File: config.mk
export PLATFORM = sky130hd
export DESIGN_NAME = rtc_regs
export DESIGN_NICKNAME = d
export VERILOG_FILES = /design/src/rtc_pkg.sv /design/src/rtc_time_counter.sv /design/src/rtc_regs.sv
export SDC_FILE = /design/constraint.sdc
export NUM_CORES = 1
export LEC_CHECK = 0
export BUFFER_PORTS_ARGS = -buffer_cell sky130_fd_sc_hd__buf_2
export CORE_MARGIN = 5
export CORE_UTILIZATION = 55
export CTS_BUF_LIST = sky130_fd_sc_hd__clkbuf_16
export CTS_CLUSTER_SIZE = 24
export DETAILED_ROUTE_END_ITERATION = 10
export PLACE_DENSITY = 0.82
export SLEW_MARGIN = 20
export SYNTH_ARGS = -nofsm -noshare
export SYNTH_HDL_FRONTEND = slang
export SYNTH_SLANG_ARGS = --single-unit
export TNS_END_PERCENT = 100
File: constraint.sdc
create_clock -name clk_sys -period 3.7 [get_ports clk_sys]
set_input_delay 0.37 -clock clk_sys [delete_from_list [all_inputs] [get_ports clk_sys]]
set_output_delay 0.37 -clock clk_sys [all_outputs]
set_load 0.05 [all_outputs]
File: src/rtc_pkg.sv
package rtc_pkg;

  // Register byte offsets
  localparam logic [7:0] OFFS_ACCESS_ENABLE = 8'h04;
  localparam logic [7:0] OFFS_FREQ_COMP = 8'h08;
  localparam logic [7:0] OFFS_TIME_LOAD = 8'h0C;
  localparam logic [7:0] OFFS_CAL_LOAD = 8'h10;
  localparam logic [7:0] OFFS_HOUR_FORMAT = 8'h14;

  // Reset values
  localparam logic [31:0] RST_FREQ_COMP = 32'h0000_0700;
  localparam logic [31:0] RST_TIME_LOAD = 32'h0000_0000;
  localparam logic [31:0] RST_CAL_LOAD = 32'h0005_0101;
  localparam logic RST_HOUR_24 = 1'b1;

  // Writable bit masks; reserved bits read as zero
  localparam logic [31:0] MASK_FREQ_COMP = 32'h0000_0F3F;
  localparam logic [31:0] MASK_TIME_LOAD = 32'h003F_7F7F;
  localparam logic [31:0] MASK_CAL_LOAD = 32'h00FF_1F3F;

  // Field positions
  localparam int FC_INT_LSB = 8;
  localparam int FC_INT_W = 4;
  localparam int FC_FRAC_LSB = 0;
  localparam int FC_FRAC_W = 6;
  localparam int HOUR_FMT_BIT = 0;
  localparam int ENF_BIT = 16;

  // Access enable password and hold time in RTC clocks
  localparam logic [15:0] ACCESS_PASSWORD = 16'hA965;
  localparam int ENF_HOLD_RTC_CLKS = 512;

  // Second length: base count plus integer field, fraction in sixtieths
  localparam logic [15:0] INT_BASE_HZ = 16'h7FF9;
  localparam logic [6:0] FRAC_DIV = 7'h3C;

  // Clocking
  localparam int CLK_PERIOD_PS = 5000;
  localparam int RTC_HZ = 32768;
  localparam longint PS_PER_S = 64'd1_000_000_000_000;
  localparam int RTC_DIV_CYCLES = int'(PS_PER_S / (longint'(RTC_HZ) * CLK_PERIOD_PS));

  // BCD constants
  localparam logic [3:0] BCD_NINE = 4'h9;
  localparam logic [7:0] BCD_ZERO = 8'h00;
  localparam logic [7:0] BCD_ONE = 8'h01;
  localparam logic [7:0] BCD_59 = 8'h59;
  localparam logic [7:0] BCD_31 = 8'h31;
  localparam logic [7:0] BCD_12 = 8'h12;
  localparam logic [7:0] BCD_99 = 8'h99;
  localparam logic [7:0] HOUR_24_LAST = 8'h23;
  localparam logic [7:0] HOUR_AM11 = 8'h11;
  localparam logic [7:0] HOUR_AM12 = 8'h12;
  localparam logic [7:0] HOUR_PM12 = 8'h32;
  localparam logic [7:0] HOUR_PM01 = 8'h21;
  localparam logic [7:0] HOUR_PM11 = 8'h31;

  // AXI responses
  localparam logic [1:0] RESP_OKAY = 2'b00;
  localparam logic [1:0] RESP_SLVERR = 2'b10;

  // BCD time word, same layout as the time load register after masking
  typedef struct packed {
    logic [7:0] unused;
    logic [7:0] hour;
    logic [7:0] minute;
    logic [7:0] second;
  } time_s;

  // BCD date word, same layout as the calendar load register after masking
  typedef struct packed {
    logic [7:0] unused;
    logic [7:0] year;
    logic [7:0] month;
    logic [7:0] day;
  } cal_s;

  typedef enum logic [1:0] {
    W_COLLECT = 2'b00,
    W_COMMIT = 2'b01,
    W_RESP = 2'b11
  } wr_state_e;

  typedef enum logic {
    R_IDLE = 1'b0,
    R_DATA = 1'b1
  } rd_state_e;

endpackage

File: src/rtc_time_counter.sv
`timescale 1ns/1ps
`default_nettype none
module rtc_time_counter
  import rtc_pkg::*;
(
  // Clock and reset
  input wire logic clk_sys,
  input wire logic rst,
  // Settings
  input wire logic rtc_tick,
  input wire logic [FC_INT_W-1:0] comp_int,
  input wire logic [FC_FRAC_W-1:0] comp_frac,
  input wire logic hour_24,
  // Loads
  input wire logic time_load_en,
  input wire time_s time_load_val,
  input wire logic cal_load_en,
  input wire cal_s cal_load_val,
  // Live values
  output time_s time_now,
  output cal_s cal_now
);

  // Plain BCD step with wrap from last to first
  function automatic logic [7:0] bcd_step(input logic [7:0] v, input logic [7:0] last, input logic [7:0] first);
    if (v == last) bcd_step = first;
    else if (v[3:0] == BCD_NINE) bcd_step = {v[7:4] + 4'h1, 4'h0};
    else bcd_step = {v[7:4], v[3:0] + 4'h1};
  endfunction

  // Hour step in either encoding; odd loaded values just count on
  function automatic logic [7:0] hour_step(input logic [7:0] v, input logic h24);
    if (h24) hour_step = bcd_step(v, HOUR_24_LAST, BCD_ZERO);
    else if (v == HOUR_AM11) hour_step = HOUR_PM12;
    else if (v == HOUR_PM11) hour_step = HOUR_AM12;
    else if (v == HOUR_AM12) hour_step = BCD_ONE;
    else if (v == HOUR_PM12) hour_step = HOUR_PM01;
    else hour_step = bcd_step(v, BCD_99, BCD_ZERO);
  endfunction

  logic [15:0] sub_cnt;
  logic [6:0] frac_acc;
  logic extra_clk;
  wire logic [15:0] sec_len = INT_BASE_HZ + 16'(comp_int) + 16'(extra_clk);
  wire logic sec_end = rtc_tick && (sub_cnt >= sec_len - 16'h1);
  wire logic [6:0] frac_sum = frac_acc + 7'(comp_frac);
  wire logic frac_carry = frac_sum >= FRAC_DIV;
  wire logic min_end = sec_end && time_now.second == BCD_59;
  wire logic hour_end = min_end && time_now.minute == BCD_59;
  wire logic last_hour = hour_24 ? (time_now.hour == HOUR_24_LAST) : (time_now.hour == HOUR_PM11);
  wire logic day_end = hour_end && last_hour;
  wire logic month_end = day_end && cal_now.day == BCD_31;
  wire logic year_end = month_end && cal_now.month == BCD_12;

  // Second length follows the trim fields, fraction spread over seconds
  always_ff @(posedge clk_sys) begin
    if (rst || time_load_en) begin
      sub_cnt <= 16'h0;
    end else if (sec_end) begin
      sub_cnt <= 16'h0;
    end else if (rtc_tick) begin
      sub_cnt <= sub_cnt + 16'h1;
    end
  end

  // Fraction accumulator adds one RTC clock to a second every time it reaches sixty
  always_ff @(posedge clk_sys) begin
    if (rst) begin
      frac_acc <= 7'h0;
      extra_clk <= 1'b0;
    end else if (sec_end) begin
      frac_acc <= frac_carry ? frac_sum - FRAC_DIV : frac_sum;
      extra_clk <= frac_carry;
    end
  end

  // Time of day; loaded digits taken as they are, no range
  always_ff @(posedge clk_sys) begin
    if (rst) begin
      time_now <= time_s'(RST_TIME_LOAD);
    end else if (time_load_en) begin
      time_now <= time_load_val;
    end else begin
      if (sec_end) time_now.second <= bcd_step(time_now.second, BCD_59, BCD_ZERO);
      if (min_end) time_now.minute <= bcd_step(time_now.minute, BCD_59, BCD_ZERO);
      if (hour_end) time_now.hour <= hour_step(time_now.hour, hour_24);
    end
  end

  // Calendar; day wraps at 31 without month lengths, loads unchecked
  always_ff @(posedge clk_sys) begin
    if (rst) begin
      cal_now <= cal_s'(RST_CAL_LOAD);
    end else if (cal_load_en) begin
      cal_now <= cal_load_val;
    end else begin
      if (day_end) cal_now.day <= bcd_step(cal_now.day, BCD_31, BCD_ONE);
      if (month_end) cal_now.month <= bcd_step(cal_now.month, BCD_12, BCD_ONE);
      if (year_end) cal_now.year <= bcd_step(cal_now.year, BCD_99, BCD_ZERO);
    end
  end
endmodule
`default_nettype wire

File: src/rtc_regs.sv
`timescale 1ns/1ps
`default_nettype none
module rtc_regs
  import rtc_pkg::*;
#(
  parameter int ADDR_W = 8,
  parameter int RTC_DIV = RTC_DIV_CYCLES
) (
  // Clock and reset
  input wire logic clk_sys,
  input wire logic rst,
  // AXI4-Lite write address
  input wire logic s_awvalid,
  output logic s_awready,
  input wire logic [ADDR_W-1:0] s_awaddr,
  // AXI4-Lite write data
  input wire logic s_wvalid,
  output logic s_wready,
  input wire logic [31:0] s_wdata,
  input wire logic [3:0] s_wstrb,
  // AXI4-Lite write response
  output logic s_bvalid,
  input wire logic s_bready,
  output logic [1:0] s_bresp,
  // AXI4-Lite read address
  input wire logic s_arvalid,
  output logic s_arready,
  input wire logic [ADDR_W-1:0] s_araddr,
  // AXI4-Lite read data
  output logic s_rvalid,
  input wire logic s_rready,
  output logic [31:0] s_rdata,
  output logic [1:0] s_rresp
);

  // Byte-lane merge for partial writes
  function automatic logic [31:0] lane_merge(input logic [31:0] old, input logic [31:0] nw, input logic [3:0] strb);
    for (int i = 0; i < 4; i++) begin
      lane_merge[i*8 +: 8] = strb[i] ? nw[i*8 +: 8] : old[i*8 +: 8];
    end
  endfunction

  // Word offset of a bus address
  function automatic logic [7:0] word_offs(input logic [ADDR_W-1:0] a);
    word_offs = {a[7:2], 2'b00};
  endfunction

  localparam int DIV_W = $clog2(RTC_DIV + 1);
  localparam logic [DIV_W-1:0] DIV_LAST = DIV_W'(RTC_DIV - 1);
  localparam logic [9:0] ENF_LAST = 10'(ENF_HOLD_RTC_CLKS - 1);

  wr_state_e wstate;
  rd_state_e rstate;
  logic aw_held;
  logic w_held;
  logic [ADDR_W-1:0] waddr;
  logic [31:0] wdata;
  logic [3:0] wstrb;
  logic [31:0] freq_comp;
  logic hour_24;
  logic access_enable_flag;
  logic [9:0] enf_age;
  logic [DIV_W-1:0] div_cnt;
  logic rtc_tick;
  time_s time_now;
  cal_s cal_now;

  // Handshake terms
  wire logic aw_take = s_awvalid && s_awready;
  wire logic w_take = s_wvalid && s_wready;
  wire logic ar_take = s_arvalid && s_arready;
  wire logic commit = wstate == W_COMMIT;
  wire logic [7:0] wr_offs = word_offs(waddr);
  wire logic [7:0] rd_offs = word_offs(s_araddr);

  // Write decode; gated registers ignore writes while access is closed
  wire logic hit_aer = wr_offs == OFFS_ACCESS_ENABLE;
  wire logic hit_fc = wr_offs == OFFS_FREQ_COMP;
  wire logic hit_tl = wr_offs == OFFS_TIME_LOAD;
  wire logic hit_cl = wr_offs == OFFS_CAL_LOAD;
  wire logic hit_hf = wr_offs == OFFS_HOUR_FORMAT;
  wire logic wr_mapped = hit_aer || hit_fc || hit_tl || hit_cl || hit_hf;
  wire logic [31:0] aer_word = lane_merge(32'h0, wdata, wstrb);
  wire logic pwd_ok = aer_word[15:0] == ACCESS_PASSWORD;
  wire logic [31:0] fc_word = lane_merge(freq_comp, wdata, wstrb) & MASK_FREQ_COMP;
  wire logic [31:0] tl_word = lane_merge(32'(time_now), wdata, wstrb) & MASK_TIME_LOAD;
  wire logic [31:0] cl_word = lane_merge(32'(cal_now), wdata, wstrb) & MASK_CAL_LOAD;
  wire logic [31:0] hf_word = lane_merge(32'(hour_24), wdata, wstrb);
  wire logic time_load_en = commit && hit_tl && access_enable_flag;
  wire logic cal_load_en = commit && hit_cl && access_enable_flag;

  // Read decode; live counters read back as the load registers
  wire logic rd_mapped = rd_offs == OFFS_ACCESS_ENABLE || rd_offs == OFFS_FREQ_COMP || rd_offs == OFFS_TIME_LOAD
                         || rd_offs == OFFS_CAL_LOAD || rd_offs == OFFS_HOUR_FORMAT;
  wire logic [31:0] rd_word =
    (rd_offs == OFFS_ACCESS_ENABLE) ? (32'(access_enable_flag) << ENF_BIT) :
    (rd_offs == OFFS_FREQ_COMP) ? (access_enable_flag ? freq_comp : 32'h0) :
    (rd_offs == OFFS_TIME_LOAD) ? 32'(time_now) :
    (rd_offs == OFFS_CAL_LOAD) ? 32'(cal_now) :
    (rd_offs == OFFS_HOUR_FORMAT) ? (32'(hour_24) << HOUR_FMT_BIT) : 32'h0;

  // Write sequencing: collect address and data in either order, commit, respond
  wire logic aw_have = aw_held || aw_take;
  wire logic w_have = w_held || w_take;
  wr_state_e next_wstate;
  always_comb begin
    case (wstate)
      W_COLLECT: next_wstate = (aw_have && w_have) ? W_COMMIT : W_COLLECT;
      W_COMMIT: next_wstate = W_RESP;
      W_RESP: next_wstate = s_bready ? W_COLLECT : W_RESP;
      default: next_wstate = W_COLLECT;
    endcase
  end

  // Write channel flops
  always_ff @(posedge clk_sys) begin
    if (rst) begin
      wstate <= W_COLLECT;
      aw_held <= 1'b0;
      w_held <= 1'b0;
      s_awready <= 1'b0;
      s_wready <= 1'b0;
    end else begin
      wstate <= next_wstate;
      aw_held <= (next_wstate == W_COLLECT && wstate == W_RESP) ? 1'b0 : aw_have;
      w_held <= (next_wstate == W_COLLECT && wstate == W_RESP) ? 1'b0 : w_have;
      s_awready <= next_wstate == W_COLLECT && !(aw_have && wstate == W_COLLECT);
      s_wready <= next_wstate == W_COLLECT && !(w_have && wstate == W_COLLECT);
    end
  end

  // Captured write payload
  always_ff @(posedge clk_sys) begin
    if (rst) begin
      waddr <= '0;
      wdata <= 32'h0;
      wstrb <= 4'h0;
    end else begin
      if (aw_take) waddr <= s_awaddr;
      if (w_take) wdata <= s_wdata;
      if (w_take) wstrb <= s_wstrb;
    end
  end

  // Write response; unmapped offsets answer with an error
  always_ff @(posedge clk_sys) begin
    if (rst) begin
      s_bvalid <= 1'b0;
      s_bresp <= RESP_OKAY;
    end else if (commit) begin
      s_bvalid <= 1'b1;
      s_bresp <= wr_mapped ? RESP_OKAY : RESP_SLVERR;
    end else if (s_bvalid && s_bready) begin
      s_bvalid <= 1'b0;
    end
  end

  // Read channel: one outstanding read, data latched when the address is taken
  always_ff @(posedge clk_sys) begin
    if (rst) begin
      rstate <= R_IDLE;
      s_arready <= 1'b0;
      s_rvalid <= 1'b0;
      s_rdata <= 32'h0;
      s_rresp <= RESP_OKAY;
    end else begin
      case (rstate)
        R_IDLE: begin
          s_arready <= !ar_take;
          if (ar_take) begin
            rstate <= R_DATA;
            s_rvalid <= 1'b1;
            s_rdata <= rd_word;
            s_rresp <= rd_mapped ? RESP_OKAY : RESP_SLVERR;
          end
        end
        R_DATA: begin
          if (s_rready) begin
            rstate <= R_IDLE;
            s_rvalid <= 1'b0;
            s_arready <= 1'b1;
          end
        end
        default: rstate <= R_IDLE;
      endcase
    end
  end

  // RTC clock stand-in derived from the system clock
  always_ff @(posedge clk_sys) begin
    if (rst) begin
      div_cnt <= '0;
      rtc_tick <= 1'b0;
    end else begin
      div_cnt <= (div_cnt == DIV_LAST) ? '0 : div_cnt + DIV_W'(1);
      rtc_tick <= div_cnt == DIV_LAST;
    end
  end

  // Access window: password opens it, any other value or the timeout closes it
  always_ff @(posedge clk_sys) begin
    if (rst) begin
      access_enable_flag <= 1'b0;
      enf_age <= 10'h0;
    end else if (commit && hit_aer) begin
      access_enable_flag <= pwd_ok;
      enf_age <= 10'h0;
    end else if (access_enable_flag && rtc_tick) begin
      access_enable_flag <= enf_age != ENF_LAST;
      enf_age <= enf_age + 10'h1;
    end
  end

  // Software registers; trim fields are taken as written
  always_ff @(posedge clk_sys) begin
    if (rst) begin
      freq_comp <= RST_FREQ_COMP;
      hour_24 <= RST_HOUR_24;
    end else if (commit) begin
      if (hit_fc && access_enable_flag) freq_comp <= fc_word;
      if (hit_hf) hour_24 <= hf_word[HOUR_FMT_BIT];
    end
  end

  // Counters; digits sit in the register layout so the masked word maps straight on
  rtc_time_counter u_counter (
    .clk_sys(clk_sys),
    .rst(rst),
    .rtc_tick(rtc_tick),
    .comp_int(freq_comp[FC_INT_LSB +: FC_INT_W]),
    .comp_frac(freq_comp[FC_FRAC_LSB +: FC_FRAC_W]),
    .hour_24(hour_24),
    .time_load_en(time_load_en),
    .time_load_val(time_s'(tl_word)),
    .cal_load_en(cal_load_en),
    .cal_load_val(cal_s'(cl_word)),
    .time_now(time_now),
    .cal_now(cal_now)
  );
endmodule
`default_nettype wire

==> flow_summary_export.csv <==
group,metric,value,unit
detailed_routing,drcViolationCount,0,
setup_path,critPathRequiredTime,4020,ps
floorplanning,die_h,142.1,microns
detailed_routing,drt_iter0_markers,835,
logic_synthesis,yosys_warnings,0,
logic_synthesis,synth_most_common_cell,"nand2_1",
placement,place_congestion,0.9132,
setup_path,cp_max_fo,10,
detailed_routing,antenna_left,0,
grt,grt_remaining_overflow,0,
cells_and_area,fillers,1464,
detailed_routing,vias,8961,
timing,setup_violations,0,
grt,grt_pass1_vias,8226,
timing,worst_pin_slew,1020,ps
cells_and_area,final-seq-area,0.003543,sq mm
logic_synthesis,synth_edf_count,0,
detailed_routing,wl,24.01,mm
power_and_ir_drop,p_comb_frac,0.067,
grt,grtUsageTotal,0.2363,
logic_synthesis,avgSynthCellArea,7.897,sq um
floorplanning,core,0.01724,sq mm
logic_synthesis,synthFlopType,"dfxtp_1",
setup_path,worst-setup-path-type,"reg2reg",
detailed_routing,drt-vias-per-instance,5.966,
power_and_ir_drop,seq_power_share,0.494,
timing,rsz0062_at_grt,"no",
cts,holdBufCountCts,0,
cts,htreeDepth,4,
power_and_ir_drop,vdd_ir_drop_max,370.4,uV
min_path,min_path_type,"in2reg",
logic_synthesis,yosysTopAreaCell,"dfxtp_1",
cts,clk_path_buf_depth,2,
detailed_routing,wl_per_cell,15.98,microns
power_and_ir_drop,swShare,0.2640,
setup_path,start_kind,"flop",
power_and_ir_drop,internal_power,0.002966,W
grt,antenna_found_initial,0,
setup_path,r2r_setup_slack,270,ps
placement,dp_cells,1467,
grt,grt_pass1_wl,39.56,mm
floorplanning,row_count,48,
floorplanning,dieArea,0.02020,sq mm
cts,cts_buffers,17,
placement,port_buffers,76,
cts,clkSlewWorstSetupHoldPaths,70,ps
timing,period_needed,3432,ps
logic_synthesis,synth_top_area_share,0.3690,
power_and_ir_drop,power_frac_clock,0.439,
setup_path,arrival,3750,ps
power_and_ir_drop,p_leak,4.084,nW
cells_and_area,final_nets,1375,
cells_and_area,final_cells,1502,
timing,clock.fmax,0.2914,GHz
cells_and_area,synthToLayoutAreaGrowth,11.40,%
logic_synthesis,netlist_top_cells_count,"183 x nand2_1, 177 x dfxtp_1, 136 x nor2_1, 103 x a21oi_1",
detailed_routing,dr.pass1.iters,6,
logic_synthesis,netlist_instances,1216,
setup_path,worstSetupEndpointType,"flop",
grt,grt_max_degree,73,
logic_synthesis,ys_ff_latch,177,
cells_and_area,drive_gt1_frac,0.1143,
cts,root_buffer,"clkbuf_16",
floorplanning,ioPinCount,100,
logic_synthesis,seq_area_frac_synth,0.3690,
cells_and_area,multi_input_area,0.005620,sq mm
timing,hold_violations,0,
cts,clk_latency,440,ps
cts,clkSinkCount,177,
cells_and_area,antenna_cells,0,
job,drv_cap,0,
power_and_ir_drop,powerDensity,376.7,mW/mm^2
logic_synthesis,synthTopCellsByArea,"dfxtp_1 37%, nand2_1 7.2%, ha_1 6.6%, a21oi_1 5.4%, nor2_1 5.3%",
logic_synthesis,synth_area,0.009603,sq mm
floorplanning,start_util,0.5571,
power_and_ir_drop,p_switching,0.001064,W
timing,finalCritPeriodShare,0.9275,
run_status,status,"complete, no violations",
timing,slew_headroom,0.3187,
floorplanning,chipWidth,142.1,microns
logic_synthesis,synth_cell_types,73,
timing,maxSlewViolCount,0,
cts,cts_tree,"yes",
timing,fin_skew,12.42,ps
placement,dp.final_hpwl,17.11,mm
logic_synthesis,synthArstFlopShare,0,
timing,setup_tns,0,ps
==> area by class of cell <==
class / instances / area share
tap: 225 / 0.02632
clock inverter: 15 / 0.01345
inverter: 42 / 0.01474
clock buffer: 17 / 0.03977
multi-input combinational: 931 / 0.5254
sequential: 177 / 0.3312
timing repair buffer: 95 / 0.04912
==> kinds of logic (layout without fill, tap and decap cells) <==
kind of cell,count (synthesis),count (layout),share of synthesized area
flip-flops,177,177,0.3690
multiplexers,22,22,0.02332
other,1,10,0.0003905
AND/OR/NAND/NOR,531,531,0.2678
adder cells (fa/ha/maj),52,52,0.06853
buffers and inverters,117,169,0.05081
XOR/XNOR,45,45,0.04104
AO/OA/AOI/OAI,271,271,0.1792
==> flip-flops by register name, summed over array words and instances, names as in the netlist, 2 cells and up <==
signal,count
div_cnt,13
enf_age,10
freq_comp,10
s_rdata,24
u_counter.cal_now,24
u_counter.frac_acc,7
u_counter.sub_cnt,16
u_counter.time_now,24
waddr,6
wdata,24
wstate,2
wstrb,3
==> critical path, stage by stage (launching register included) <==
cell       delay, ps
dfxtp_1          360
ha_1             210
ha_1             210
nand2_1           80
nand2_1          170
ha_1             330
nand2_1           60
nor2_1            90
a41oi_1          220
o31ai_4          650
buf_4            280
nand2_1          140
and3_1           200
a2111oi_0        330
==> final timing paths <==
check,from,depth (start not counted),to
min reg2reg,waddr[6],2,waddr[6]
max reg2reg,u_counter.extra_clk,13,u_counter.time_now[5]
max,u_counter.extra_clk,13,u_counter.time_now[5]
min,s_rready,2,s_rvalid
==> layout by cell type (no fill, tap or decap), types with 24 or more instances in the layout <==
cell type	Yosys	layout
inv_1	42	42
dfxtp_1	177	177
nand2_1	183	183
a21oi_1	103	103
a211oi_1	24	24
o21ai_0	51	51
nor2_1	136	135
ha_1	51	51
xor2_1	29	29
nand3_1	40	40
buf_2	9	75
==> per-stage QoR <==
stage               setup slack (ps)  cell area [sq um]  power, W  hold WS [ps]    util
floorplan                      659.8               9637  0.002225         431.3       -
global placement               177.4              10090  0.002299         442.4  0.5854
detailed placement             97.26              10090  0.002302         446.1  0.5854
CTS                            134.9              10670  0.004051         113.6  0.6191
global route                   66.11              10700  0.004177         118.5  0.6206
finish                         268.2              10700  0.004030         121.7  0.6206
==> layer usage <==
layer	share of wire	vias to the layer above	track usage
met1	0.43	4237	0.3116
met3	0.072	42	0.04200
met2	0.48	307	0.3940
met5	0	-	0
li1	-	4375	-
met4	0.019	0	0.07576
==> power groups by stage <==
stage	clock network (W)	logic, W	registers, W
2_1_floorplan	0	0.000157	0.00207
3_3_place_gp	0	0.000267	0.00203
3_5_place_dp	0	0.000270	0.00203
4_1_cts	0.00179	0.000272	0.00199
5_1_grt	0.00189	0.000298	0.00199
6_report	0.00177	0.000272	0.00199
==> repair_timing <==
item / CTS / global route
endpoints found under the setup margin: 1 / 11
endpoints found under the hold margin: 0 / 0
resized for setup: 1 / 2
pin swaps: 0 / 1
setup buffers: 0 / 3
Note: power is estimated with default switching activity, not from simulation.
